**src/rtl/plc_state_pkg.sv**
```systemverilog
`default_nettype none
package plc_state_pkg;
  // Selector positions
  localparam logic [1:0] SEL_HALT = 2'h0;
  localparam logic [1:0] SEL_RUN = 2'h1;
  localparam logic [1:0] SEL_RUN_MRESET = 2'h2;
  // Start conditions
  localparam logic [1:0] START_HALT = 2'h0;
  localparam logic [1:0] START_WARM = 2'h1;
  localparam logic [1:0] START_COLD = 2'h2;
  // Timing
  localparam int CLK_MHZ = 250;
  localparam int DIP_BRIDGE_MS = 10;
  localparam int HOLDUP_MS = 5;
  localparam int DIP_BRIDGE_CYC = DIP_BRIDGE_MS * 1000 * CLK_MHZ;
  localparam int HOLDUP_CYC = HOLDUP_MS * 1000 * CLK_MHZ;
  localparam int FLASH_MS = 1;
  localparam int FLASH_CYC = FLASH_MS * 1000 * CLK_MHZ;
  // Reset values
  localparam logic [15:0] DIAG_WORD_RESET = 16'h0000;
  typedef enum logic [2:0] {
    ST_SELFTEST, ST_FLASH, ST_SYNC, ST_READY, ST_RUN, ST_NOT_READY, ST_SAVE, ST_BLINK
  } op_state_t;
endpackage
`default_nettype wire

```
**src/rtl/plc_operating_state_control.sv**
```systemverilog
`timescale 1ns/1ps
`default_nettype none
module plc_operating_state_control #(
  parameter int DIP_CYC = plc_state_pkg::DIP_BRIDGE_CYC,
  parameter int HOLD_CYC = plc_state_pkg::HOLDUP_CYC,
  parameter int FLASH_LEN = plc_state_pkg::FLASH_CYC
) (
  // Clock and reset
  input wire logic i_ref_clk,
  input wire logic i_rst_n,
  // Operator pins
  input wire logic [1:0] i_selector,
  input wire logic i_reset_button,
  input wire logic i_power_low,
  input wire logic i_module_tab_out,
  input wire logic i_master_halt,
  // Configuration
  input wire logic i_slave_mode,
  input wire logic i_remote_ctrl,
  input wire logic [1:0] i_start_cond,
  // Self-test and program status
  input wire logic i_test_done,
  input wire logic i_test_fail,
  input wire logic i_prog_present,
  input wire logic i_hw_fault,
  input wire logic i_prog_fault,
  input wire logic i_cycle_end,
  input wire logic i_prog_equal,
  input wire logic i_module_defect,
  input wire logic i_ram_valid,
  input wire logic i_copy_done,
  input wire logic i_save_done,
  input wire logic i_module_boot,
  // PC commands, single-cycle pulses
  input wire logic i_pc_ready_cmd,
  input wire logic i_pc_run_cmd,
  input wire logic i_pc_reset_cmd,
  input wire logic i_pc_transfer,
  input wire logic [15:0] i_diag_set,
  // Status outputs
  output logic o_ready,
  output logic o_run,
  output logic o_not_ready,
  output logic o_led_ready,
  output logic o_led_run,
  output logic o_led_not_ready,
  output logic o_outputs_enable,
  output logic o_pc_link_enable,
  output logic o_cold_start,
  output logic o_warm_start,
  output logic o_copy_backup,
  output logic o_write_module,
  output logic o_save_restart,
  output logic o_self_test,
  output logic [15:0] o_diag_status_word
);

  ////////////////////////////////////////////////////////////////////////
  // Input synchronisers
  logic [10:0] sync1;
  logic [10:0] sync2;
  logic [10:0] pin_raw;
  assign pin_raw = {i_selector, i_reset_button, i_power_low, i_module_tab_out,
                    i_master_halt, i_slave_mode, i_remote_ctrl, i_start_cond, 1'b0};
  always_ff @(posedge i_ref_clk or negedge i_rst_n) begin
    if (!i_rst_n) begin
      sync1 <= '0;
      sync2 <= '0;
    end else begin
      sync1 <= pin_raw;
      sync2 <= sync1;
    end
  end
  wire [1:0] sel = sync2[10:9];
  wire btn = sync2[8];
  wire pwr_low = sync2[7];
  wire tab_out = sync2[6];
  wire mst_halt = sync2[5];
  wire slave = sync2[4];
  wire remote = sync2[3];
  wire [1:0] start_cond = sync2[2:1];

  logic btn_d;
  always_ff @(posedge i_ref_clk or negedge i_rst_n) begin
    if (!i_rst_n) btn_d <= 1'b0;
    else btn_d <= btn;
  end
  wire btn_press = btn & ~btn_d;

  ////////////////////////////////////////////////////////////////////////
  // State and counters
  plc_state_pkg::op_state_t state, next_state;
  logic [31:0] dip_cnt;
  logic [31:0] tmr;
  logic [23:0] blink_cnt;
  logic pending_halt;
  logic pwr_cycle;
  logic [15:0] diag_word;
  logic via_ready;
  logic need_cold;

  wire dip_long = pwr_low && (dip_cnt >= 32'(DIP_CYC));
  always_ff @(posedge i_ref_clk or negedge i_rst_n) begin
    if (!i_rst_n) dip_cnt <= '0;
    else if (!pwr_low) dip_cnt <= '0;
    else if (!dip_long) dip_cnt <= dip_cnt + 32'h0000_0001;
  end

  wire is_halt = (sel == plc_state_pkg::SEL_HALT);
  wire is_mres = (sel == plc_state_pkg::SEL_RUN_MRESET);
  wire fault = i_hw_fault | i_prog_fault | ~i_prog_present;
  wire remote_halt = slave & remote & mst_halt;
  wire ready_req = i_pc_ready_cmd | remote_halt | tab_out | (btn_press & is_halt);
  wire run_req = i_pc_run_cmd | (btn_press & ~is_halt);
  wire load_evt = i_pc_transfer | i_module_boot;
  wire load_halt = load_evt && (start_cond == plc_state_pkg::START_HALT);
  wire start_evt = (state == plc_state_pkg::ST_SYNC);

  always_comb begin
    next_state = state;
    case (state)
      plc_state_pkg::ST_SELFTEST: begin
        if (i_test_done) next_state = i_test_fail ? plc_state_pkg::ST_BLINK
                                                  : plc_state_pkg::ST_FLASH;
      end
      plc_state_pkg::ST_FLASH: begin
        if (tmr >= 32'(FLASH_LEN)) next_state = plc_state_pkg::ST_SYNC;
      end
      plc_state_pkg::ST_SYNC: begin
        if (i_prog_equal || i_copy_done || i_module_defect) begin
          if (fault) next_state = plc_state_pkg::ST_NOT_READY;
          else if (is_halt || pwr_cycle && !i_prog_present)
            next_state = pwr_cycle && via_ready ? plc_state_pkg::ST_NOT_READY
                                                : plc_state_pkg::ST_READY;
          else next_state = plc_state_pkg::ST_RUN;
        end
      end
      plc_state_pkg::ST_READY: begin
        if (fault) next_state = plc_state_pkg::ST_NOT_READY;
        else if (load_halt) next_state = plc_state_pkg::ST_NOT_READY;
        else if (run_req && !ready_req) next_state = plc_state_pkg::ST_SYNC;
      end
      plc_state_pkg::ST_RUN: begin
        if (fault) next_state = plc_state_pkg::ST_NOT_READY;
        else if (ready_req) next_state = plc_state_pkg::ST_READY;
      end
      plc_state_pkg::ST_NOT_READY: begin
        if (fault) next_state = plc_state_pkg::ST_NOT_READY;
        else if (ready_req) next_state = plc_state_pkg::ST_READY;
        else if (btn_press || i_pc_reset_cmd || i_pc_run_cmd)
          next_state = plc_state_pkg::ST_SYNC;
      end
      plc_state_pkg::ST_SAVE: begin
        if (!pwr_low && i_save_done) next_state = plc_state_pkg::ST_SELFTEST;
      end
      plc_state_pkg::ST_BLINK: next_state = plc_state_pkg::ST_BLINK;
      default: next_state = plc_state_pkg::ST_SELFTEST;
    endcase
    // long dip saves restart data; cycle finish
    if (dip_long && state != plc_state_pkg::ST_SAVE && state != plc_state_pkg::ST_BLINK &&
        (state != plc_state_pkg::ST_RUN || i_cycle_end))
      next_state = plc_state_pkg::ST_SAVE;
  end

  always_ff @(posedge i_ref_clk or negedge i_rst_n) begin
    if (!i_rst_n) begin
      state <= plc_state_pkg::ST_SELFTEST;
      tmr <= '0;
      pwr_cycle <= 1'b1;
      via_ready <= 1'b0;
      need_cold <= 1'b0;
      blink_cnt <= '0;
    end else begin
      state <= next_state;
      blink_cnt <= blink_cnt + 24'h00_0001;
      tmr <= (next_state != state) ? 32'h0000_0000 : tmr + 32'h0000_0001;
      if (next_state == plc_state_pkg::ST_SAVE) begin
        pwr_cycle <= 1'b1;
        via_ready <= (state == plc_state_pkg::ST_NOT_READY) && is_halt;
      end else if (state == plc_state_pkg::ST_SYNC && next_state != state) begin
        pwr_cycle <= 1'b0;
      end
      if (load_evt) need_cold <= 1'b1;
      else if (o_cold_start) need_cold <= 1'b0;
    end
  end

  always_ff @(posedge i_ref_clk or negedge i_rst_n) begin
    if (!i_rst_n) diag_word <= plc_state_pkg::DIAG_WORD_RESET;
    else diag_word <= (btn_press ? 16'h0000 : diag_word) | i_diag_set;
  end

  ////////////////////////////////////////////////////////////////////////
  // Outputs
  wire blink = blink_cnt[23];
  wire leaving_sync = start_evt && next_state == plc_state_pkg::ST_RUN;
  always_ff @(posedge i_ref_clk or negedge i_rst_n) begin
    if (!i_rst_n) begin
      o_cold_start <= 1'b0;
      o_warm_start <= 1'b0;
      o_copy_backup <= 1'b0;
      o_write_module <= 1'b0;
    end else begin
      o_cold_start <= leaving_sync && (is_mres || need_cold ||
                      start_cond == plc_state_pkg::START_COLD);
      o_warm_start <= leaving_sync && !is_mres && !need_cold &&
                      start_cond != plc_state_pkg::START_COLD;
      o_copy_backup <= start_evt && !i_prog_equal && !i_module_defect && !i_copy_done;
      o_write_module <= i_pc_transfer || (start_evt && i_module_defect && i_ram_valid);
    end
  end

  assign o_ready = (state == plc_state_pkg::ST_READY);
  assign o_run = (state == plc_state_pkg::ST_RUN);
  assign o_not_ready = (state == plc_state_pkg::ST_NOT_READY);
  assign o_led_ready = o_ready | (state == plc_state_pkg::ST_FLASH) |
                       ((state == plc_state_pkg::ST_BLINK) & blink);
  assign o_led_run = o_run | (state == plc_state_pkg::ST_FLASH) |
                     ((state == plc_state_pkg::ST_BLINK) & blink);
  assign o_led_not_ready = o_not_ready | (state == plc_state_pkg::ST_FLASH) |
                           ((state == plc_state_pkg::ST_BLINK) & blink);
  assign o_outputs_enable = o_run;
  assign o_pc_link_enable = o_ready | o_run | o_not_ready;
  assign o_save_restart = (state == plc_state_pkg::ST_SAVE);
  assign o_self_test = (state == plc_state_pkg::ST_SELFTEST);
  assign o_diag_status_word = diag_word;

  ////////////////////////////////////////////////////////////////////////
  // Assertions
  // outputs held off
  ready_outs_a: assert property (@(posedge i_ref_clk) disable iff (!i_rst_n)
    o_ready |-> !o_outputs_enable) else $error("outputs enabled in ready");
  fault_prio_a: assert property (@(posedge i_ref_clk) disable iff (!i_rst_n)
    (o_run && fault && !dip_long) |=> o_not_ready) else $error("fault not honoured");
  ready_fault_a: assert property (@(posedge i_ref_clk) disable iff (!i_rst_n)
    (o_ready && i_hw_fault && !dip_long) |=> o_not_ready) else $error("fault ignored in ready");
  blink_fail_a: assert property (@(posedge i_ref_clk) disable iff (!i_rst_n)
    (o_self_test && i_test_done && i_test_fail) |=> state == plc_state_pkg::ST_BLINK)
    else $error("failed test not blinking");
  tab_ready_a: assert property (@(posedge i_ref_clk) disable iff (!i_rst_n)
    (o_run && tab_out && !fault && !dip_long) |=> o_ready) else $error("tab ignored");
  pc_link_a: assert property (@(posedge i_ref_clk) disable iff (!i_rst_n)
    (o_ready || o_run || o_not_ready) |-> o_pc_link_enable) else $error("pc link off");
  short_dip_a: assert property (@(posedge i_ref_clk) disable iff (!i_rst_n)
    (!dip_long && !o_save_restart) |=> !o_save_restart) else $error("short dip saved");
  transfer_wr_a: assert property (@(posedge i_ref_clk) disable iff (!i_rst_n)
    i_pc_transfer |=> o_write_module) else $error("module not updated");
  diag_ack_a: assert property (@(posedge i_ref_clk) disable iff (!i_rst_n)
    (btn_press && i_diag_set == 16'h0000) |=> o_diag_status_word == 16'h0000)
    else $error("status word not acknowledged");

endmodule
`default_nettype wire

```
**config.mk**
```make
export PLATFORM = sky130hd
export DESIGN_NAME = plc_operating_state_control
export DESIGN_NICKNAME = d
export VERILOG_FILES = /design/src/rtl/plc_state_pkg.sv /design/src/rtl/plc_operating_state_control.sv
export SDC_FILE = /design/constraint.sdc
export NUM_CORES = 1
export LEC_CHECK = 0
export BUFFER_PORTS_ARGS = -buffer_cell sky130_fd_sc_hd__buf_4
export CORE_MARGIN = 1.5
export CORE_UTILIZATION = 30
export CTS_CLUSTER_DIAMETER = 30
export DETAILED_ROUTE_END_ITERATION = 8
export PLACE_DENSITY_LB_ADDON = 0.25
export SLEW_MARGIN = 20
export SYNTH_ARGS = -nofsm -noshare
export SYNTH_HDL_FRONTEND = slang
export SYNTH_SLANG_ARGS = --single-unit
```
**constraint.sdc**
```tcl
create_clock -name i_ref_clk -period 4.7 [get_ports i_ref_clk]
set_clock_uncertainty 0.2 [all_clocks]
set_input_delay 0.47 -clock i_ref_clk [delete_from_list [all_inputs] [get_ports i_ref_clk]]
set_output_delay 0.47 -clock i_ref_clk [all_outputs]
set_load 0.01 [all_outputs]
```
* After elaboration in Yosys (flattened, before gate mapping)
Cells that the tools add are included.
** Word-level totals
- Register bits after elaboration :: 135
- Output and inout port bits :: 30
- Logic and storage cells :: 131
** Operators by class
- Add/sub/neg operators :: 3
- $lt $le $gt $ge :: 2
- Equal/unequal tests :: 17
- Mux-type cells :: 26
- Bitwise gates (word level) :: 25
- Reductions and logical operators :: 43
** Operator list (count)
- 32-bit two-way mux :: 3
- 32-bit by 1-bit adder with 32-bit output, second input constant :: 2
- 3-bit two-way mux :: 17
- 32-bit by 18-bit >= comparator with 1-bit output, second input constant :: 1
- 32-bit by 22-bit >= comparator with 1-bit output, second input constant :: 1
- 24-bit by 1-bit adder with 24-bit output, second input constant :: 1
- 3-bit one-hot mux with 8 select lines :: 1
- 1-bit logical AND :: 21
- 3-bit equality test, second input constant :: 6
- 16-bit two-way mux :: 1
- 16-bit OR :: 1
- 1-bit OR :: 15
- 1-bit logical OR :: 9
- 3-bit inequality test, second input constant :: 3
- 1-bit logical NOT :: 8
- 1-bit AND :: 6
- 3-bit by 2-bit equality test with 1-bit output, second input constant :: 2
- 2-bit equality test, second input constant :: 2
- 2-bit logical NOT :: 2
- 1-bit two-way mux :: 4
- 2-bit inequality test, second input constant :: 2
- 2-bit nonzero test :: 2
- 3-bit by 1-bit equality test with 1-bit output, second input constant :: 1
- 3-bit logical NOT :: 1
- 2 further kinds :: 4

* Longest topological paths before layout
- Word-level depth :: 17
- Gate-level depth with buffers :: 10
- Gate-level depth less buffers :: 8

* Least setup slack after synthesis
Ideal clock, no wire load.
- Path kind :: in2reg
- From :: in i_prog_fault
- To :: reg tmr[10]
- Library setup time :: 0.137 ns
- Arrival time :: 2.167 ns
- Data required time :: 4.363 ns
- Slack :: 2.196 ns
- Stages on the path :: 8
- Buffers on the path :: 1
- Path through :: or3b_4 > a2111oi_4 > o21ai_0 > o2111ai_1 > nor2_2 > xnor2_1 > clkbuf_1 > nor4_1
** Between the ends
- Longest elaborated chain between the ends :: 8
- Elaborated cells on any way between the ends :: 11
- Classes of those cells :: eq/ne (1); mux (8); bitwise (2)
** Ends and longest elaborated chain
- start, declared :: line plc_operating_state_control.sv:26 : input wire logic i_prog_fault,
- 1-bit OR * (2 in a row) :: line plc_operating_state_control.sv:111 : wire fault = i_hw_fault | i_prog_fault | ~i_prog_present;
- 3-bit two-way mux :: line plc_operating_state_control.sv:131 : if (fault) next_state = plc_state_pkg::ST_NOT_READY;
- 3-bit two-way mux :: line plc_operating_state_control.sv:130 : if (i_prog_equal || i_copy_done || i_module_defect) begin
- 3-bit one-hot mux with 8 select lines * :: line plc_operating_state_control.sv:121 : case (state)
- 3-bit two-way mux * :: line plc_operating_state_control.sv:160 : if (dip_long && state != plc_state_pkg::ST_SAVE && state != plc_state_pkg::ST_BLINK &&
- 3-bit inequality test * :: line plc_operating_state_control.sv:176 : tmr <= (next_state != state) ? 32'h0000_0000 : tmr + 32'h0000_0001;
- 32-bit two-way mux * :: line plc_operating_state_control.sv:176
- end signal, assigned :: line plc_operating_state_control.sv:176
- end, declared :: line plc_operating_state_control.sv:94 : logic [31:0] tmr;
Every way passes the cells marked *; elsewhere a longest branch is shown, timed or not.
A chain may end at the register's enable or synchronous reset.

* Final worst setup path
- From :: reg btn_d
- To :: reg tmr[18]
** Between the ends
- Longest elaborated chain between the ends :: 13
- Elaborated cells on any way between the ends :: 22
- Classes of those cells :: eq/ne (1); mux (11); bitwise (6); reduce/logical (4)
** Ends and longest elaborated chain
- start, declared :: line plc_operating_state_control.sv:83 : logic btn_d;
- start signal, assigned :: line plc_operating_state_control.sv:86 : else btn_d <= btn;
- 1-bit NOT * :: line plc_operating_state_control.sv:88 : wire btn_press = btn & ~btn_d;
- 1-bit AND * :: line plc_operating_state_control.sv:88
- 1-bit AND :: line plc_operating_state_control.sv:113 : wire ready_req = i_pc_ready_cmd | remote_halt | tab_out | (btn_press & is_halt);
- 1-bit OR :: line plc_operating_state_control.sv:113
- 1-bit logical NOT :: line plc_operating_state_control.sv:141 : else if (run_req && !ready_req) next_state = plc_state_pkg::ST_SYNC;
- 1-bit logical AND :: line plc_operating_state_control.sv:141
- 3-bit two-way mux :: line plc_operating_state_control.sv:141
- 3-bit two-way mux :: line plc_operating_state_control.sv:140 : else if (load_halt) next_state = plc_state_pkg::ST_NOT_READY;
- 3-bit two-way mux :: line plc_operating_state_control.sv:139 : if (fault) next_state = plc_state_pkg::ST_NOT_READY;
- 3-bit one-hot mux with 8 select lines * :: line plc_operating_state_control.sv:121
- 3-bit two-way mux * :: line plc_operating_state_control.sv:160
- named net next_state[0] :: line plc_operating_state_control.sv:92 : plc_state_pkg::op_state_t state, next_state;
- 3-bit inequality test * :: line plc_operating_state_control.sv:176
- 32-bit two-way mux * :: line plc_operating_state_control.sv:176
Mark *: on every way through the listed nets, which the timed path passes. The rest lies on a longest branch.

==> impl_summary.txt <==
----------------------------------------------------
[Clock tree]
  Buffer cell driving the clock tree root ... clkbuf_16
  Clock transition at the register clock pins on the worst setup and hold paths after CTS ... 60 ps
  Longest Clk Path Bufs ... 2
  Number of gates resized after cts ... 0
  Count of buffers added by post-CTS timing repair for setup ... 0
  Number of clock sinks ... 135
  Post-cts hold buffer count ... 11
  Number of levels the H-tree was split into ... 4
  Number of CTS-inserted buffers ... 17
  Source-to-sink clock delay at the later pin of the worst-skew pair ... 420 ps
  CTS tree ... built

[Yosys]
  Net Count, Synth ... 603
  Fraction of the yosys area taken by sequential cells ... 55.9%
  Primary flip-flop cell chosen by synthesis mapping ... dfrtp_1
  Number of library cell types mapped by synthesis ... 58
  Share of flip-flops with an asynchronous set or reset ... 100%
  Syn Std Cell Area ... 6050 µm²
  Average instance area after synthesis ... 10.9 µm²
  Warning count from the yosys run ... 0
  Flip-flop and latch count after synthesis ... 135
  Number of flops mapped to enable cells by yosys ... 0
  Number of cells produced by synthesis ... 554

[Critical path]
  Worst R2R Start ... btn_d
  Critical-path maximum fanout ... 32
  Crit path cell chain ... nand2b_1 > o311ai_2 > o21ai_0 > o2111a_1 > a211oi_4 > xor2_2 > buf_4 > nor4_1
  Number of cell instances on the worst register-to-register path ... 8
  Startpoint-to-endpoint class of the critical path ... reg -> reg
  Destination of the worst register-to-register timing path ... tmr[18]
  Crit path max-delay cell type ... o311ai_2
  CP Capture Type ... register
  Data arrival time of the critical path ... 3270 ps
  Startpoint class of the critical path ... register
  Buffer and inverter count on the worst path ... 1
  Delay of the slowest cell on the worst path ... 520 ps
  Family of cells with the greatest summed delay on the critical path ... compound AO/OA/AOI/OAI gates
  Required time of the worst setup path ... 4800 ps
  Register-to-register setup slack ... 1530 ps
  Path length in cells of the critical path ... 8

[Flow run]
  Max-cap viol count ... 0

[STA]
  Least setup slack across all paths after layout ... 1530 ps
  Slew at the pin closest to its max-slew limit ... 851 ps
  Setup_tns ... 0 ps
  Hold Vio Cnt, Final ... 0
  Max-Slew Margin vs Limit ... 42.8%
  RSZ-0062 raised after global routing ... no
  Fin. max-slew vios ... 0
  Final count of negative-setup-slack endpoints ... 0
  Highest attainable clock frequency ... 316 MHz
  Worst hold margin ... 24.7 ps
  Share of the clock period used by the worst path ... 67.4%
  Final Critical Period ... 3170 ps

[Die]
  Top-level port count ... 74
  Area of the die ... 21000 µm²
  Area of the core ... 19700 µm²
  FP Rows ... 51
  Vertical die dimension ... 145 µm
  Horizontal extent of the die ... 145 µm
  Initial Utilization ... 30.8%

[GRT]
  Antenna violations before repair ... 0
  Maximum number of pins on one net before global-route repair ... 62
  Via count of the first global-routing pass ... 4486
  Wire length of the first global-routing pass ... 22800 µm
  Overflow left after global routing ... 0
  Global Route Usage Sum ... 13.4%

[Power and ir drop]
  Max VDD drop ... 566 µV
  Power density relative to cell area ... 459 nW/µm²
  Part of the power in combinational logic ... 26.4%
  Total power consumption of the routed design ... 3.46 mW
  Internal power summed over all cells ... 2.23 mW
  Share of total power consumed by net switching ... 35.5%
  Leakage power figure ... 3.28 nW
  Sw Pwr ... 1.23 mW
  Share of power burned in the clock network ... 36.1%
  Power share of the sequential group ... 37.4%

[Cells and area]
  Most common cell after layout, fill and taps aside ... dfrtp_1
  Fin nets ... 690
  Fillers ... 1949
  Number of standard cells in the final layout excluding fillers ... 919
  Core Util, Final ... 38.4%
  Finished layout cell area ... 7540 µm²
  Antenna diode instance count ... 0
  Area added between synthesis and finish ... 24.6%
  Most frequent cells in the layout ... 134 x dfrtp_1, 78 x buf_4, 53 x nor2_1, 38 x nand2_1, 38 x xor2_1
  Share of layout cells above drive strength 1 ... 20.2%

[Hold path]
  End of the worst hold path ... o_diag_status_word[14]
  Worst Hold Class ... in -> reg
  Startpoint of the lowest-slack hold path ... i_diag_set[14]
  Instance count along the most critical hold path ... 2

[Status]
  Result of the run ... completed

[Route]
  Routed vias/inst ... 4.76
  Drt pass-1 iters ... 4
  Final ANT Viol Nets ... 0
  Post-route DRC violation count ... 0
  Total via count in the routed design ... 4376
  Post-detailed-route wirelength per cell ... 14.5 µm
  Routed wire length ... 13300 µm
  Initial drt markers ... 319

[Placed design]
  Port-buffer cells ... 73
  Placed cell count ... 876
  Final HPWL from detailed placement ... 8930 µm
  Weighted congestion at the end of routability-driven global placement ... 0.847
  Worst setup slack before clock tree synthesis ... 1550 ps
  Placement-stage cell area ... 6880 µm²

----------------------------------------------------
power groups by stage:
stage	sequential (mW)	clock, mW	combinational, mW
finish	1.29	1.25	0.914
global route	1.31	1.34	0.988
CTS	1.29	1.28	0.923
detailed placement	1.31	0	0.906
global placement	1.31	0	0.892
floorplan	1.27	0	0.633
sequential cells by signal (all words and copies together), names as in the netlist:
signal and cells:
state 3, btn_d 1, o_warm_start 1, o_write_module 1
sync1 10, tmr 32, pwr_cycle 1, dip_cnt 32
sync2 10, need_cold 1, blink_cnt 24, o_cold_start 1
via_ready 1, o_diag_status_word 16, o_copy_backup 1
cells by family after synthesis:
kind of cell / share of synthesized area [%]
AND/OR/NAND/NOR: 21.5
flip-flops: 55.9
XOR/XNOR: 11.0
AO/OA/AOI/OAI: 7.75
buffers and inverters: 2.92
adder cells (fa/ha/maj): 1.03
metal layers:
metal | global-route usage, % | up-vias | routed length, µm
met4 | 5.05 | 0 | 198
met1 | 16.9 | 2157 | 6140
met2 | 21.9 | 92 | 6510
li1 | - | 2114 | -
met5 | 0 | - | 0
met3 | 3.81 | 13 | 496
layout make-up:
class | instances | area [µm²] | share of cell area [%]
inverters | 19 | 71.3 | 0.946
multi-input cells | 379 | 2510 | 33.3
flip-flops and latches | 135 | 3380 | 44.8
clock buffers | 17 | 425 | 5.64
repair buffers | 89 | 696 | 9.22
well taps | 265 | 332 | 4.40
clock inverters | 15 | 129 | 1.71
cells in the mapped netlist, types with 4 or more instances:
cell / number / area (µm²)
and4_1: 4 / 35.0
and3_1: 17 / 106
nor2_1: 53 / 199
nand4_1: 13 / 81.3
nor3_2: 5 / 50.1
and2_1: 12 / 75.1
a21oi_1: 8 / 40.0
buf_2: 9 / 45.0
ha_1: 5 / 62.6
clkbuf_1: 7 / 26.3
o22ai_1: 4 / 25.0
nand3_1: 36 / 180
xor2_1: 38 / 333
a21o_1: 17 / 128
nor4_1: 35 / 219
nand2_1: 38 / 143
o21ai_0: 10 / 50.1
dfrtp_1: 134 / 3350
xnor2_1: 36 / 315
inv_1: 19 / 71.3
how the worst max path moves through the flow:
stage / start / endpoint
6_report: btn_d / tmr[18]
3_5_place_dp: btn_d / tmr[13]
5_1_grt: btn_d / tmr[25]
3_3_place_gp: btn_d / tmr[7]
2_1_floorplan: i_prog_fault / tmr[10]
4_1_cts: btn_d / tmr[13]
No activity file was read; power rests on OpenSTA's default activity.
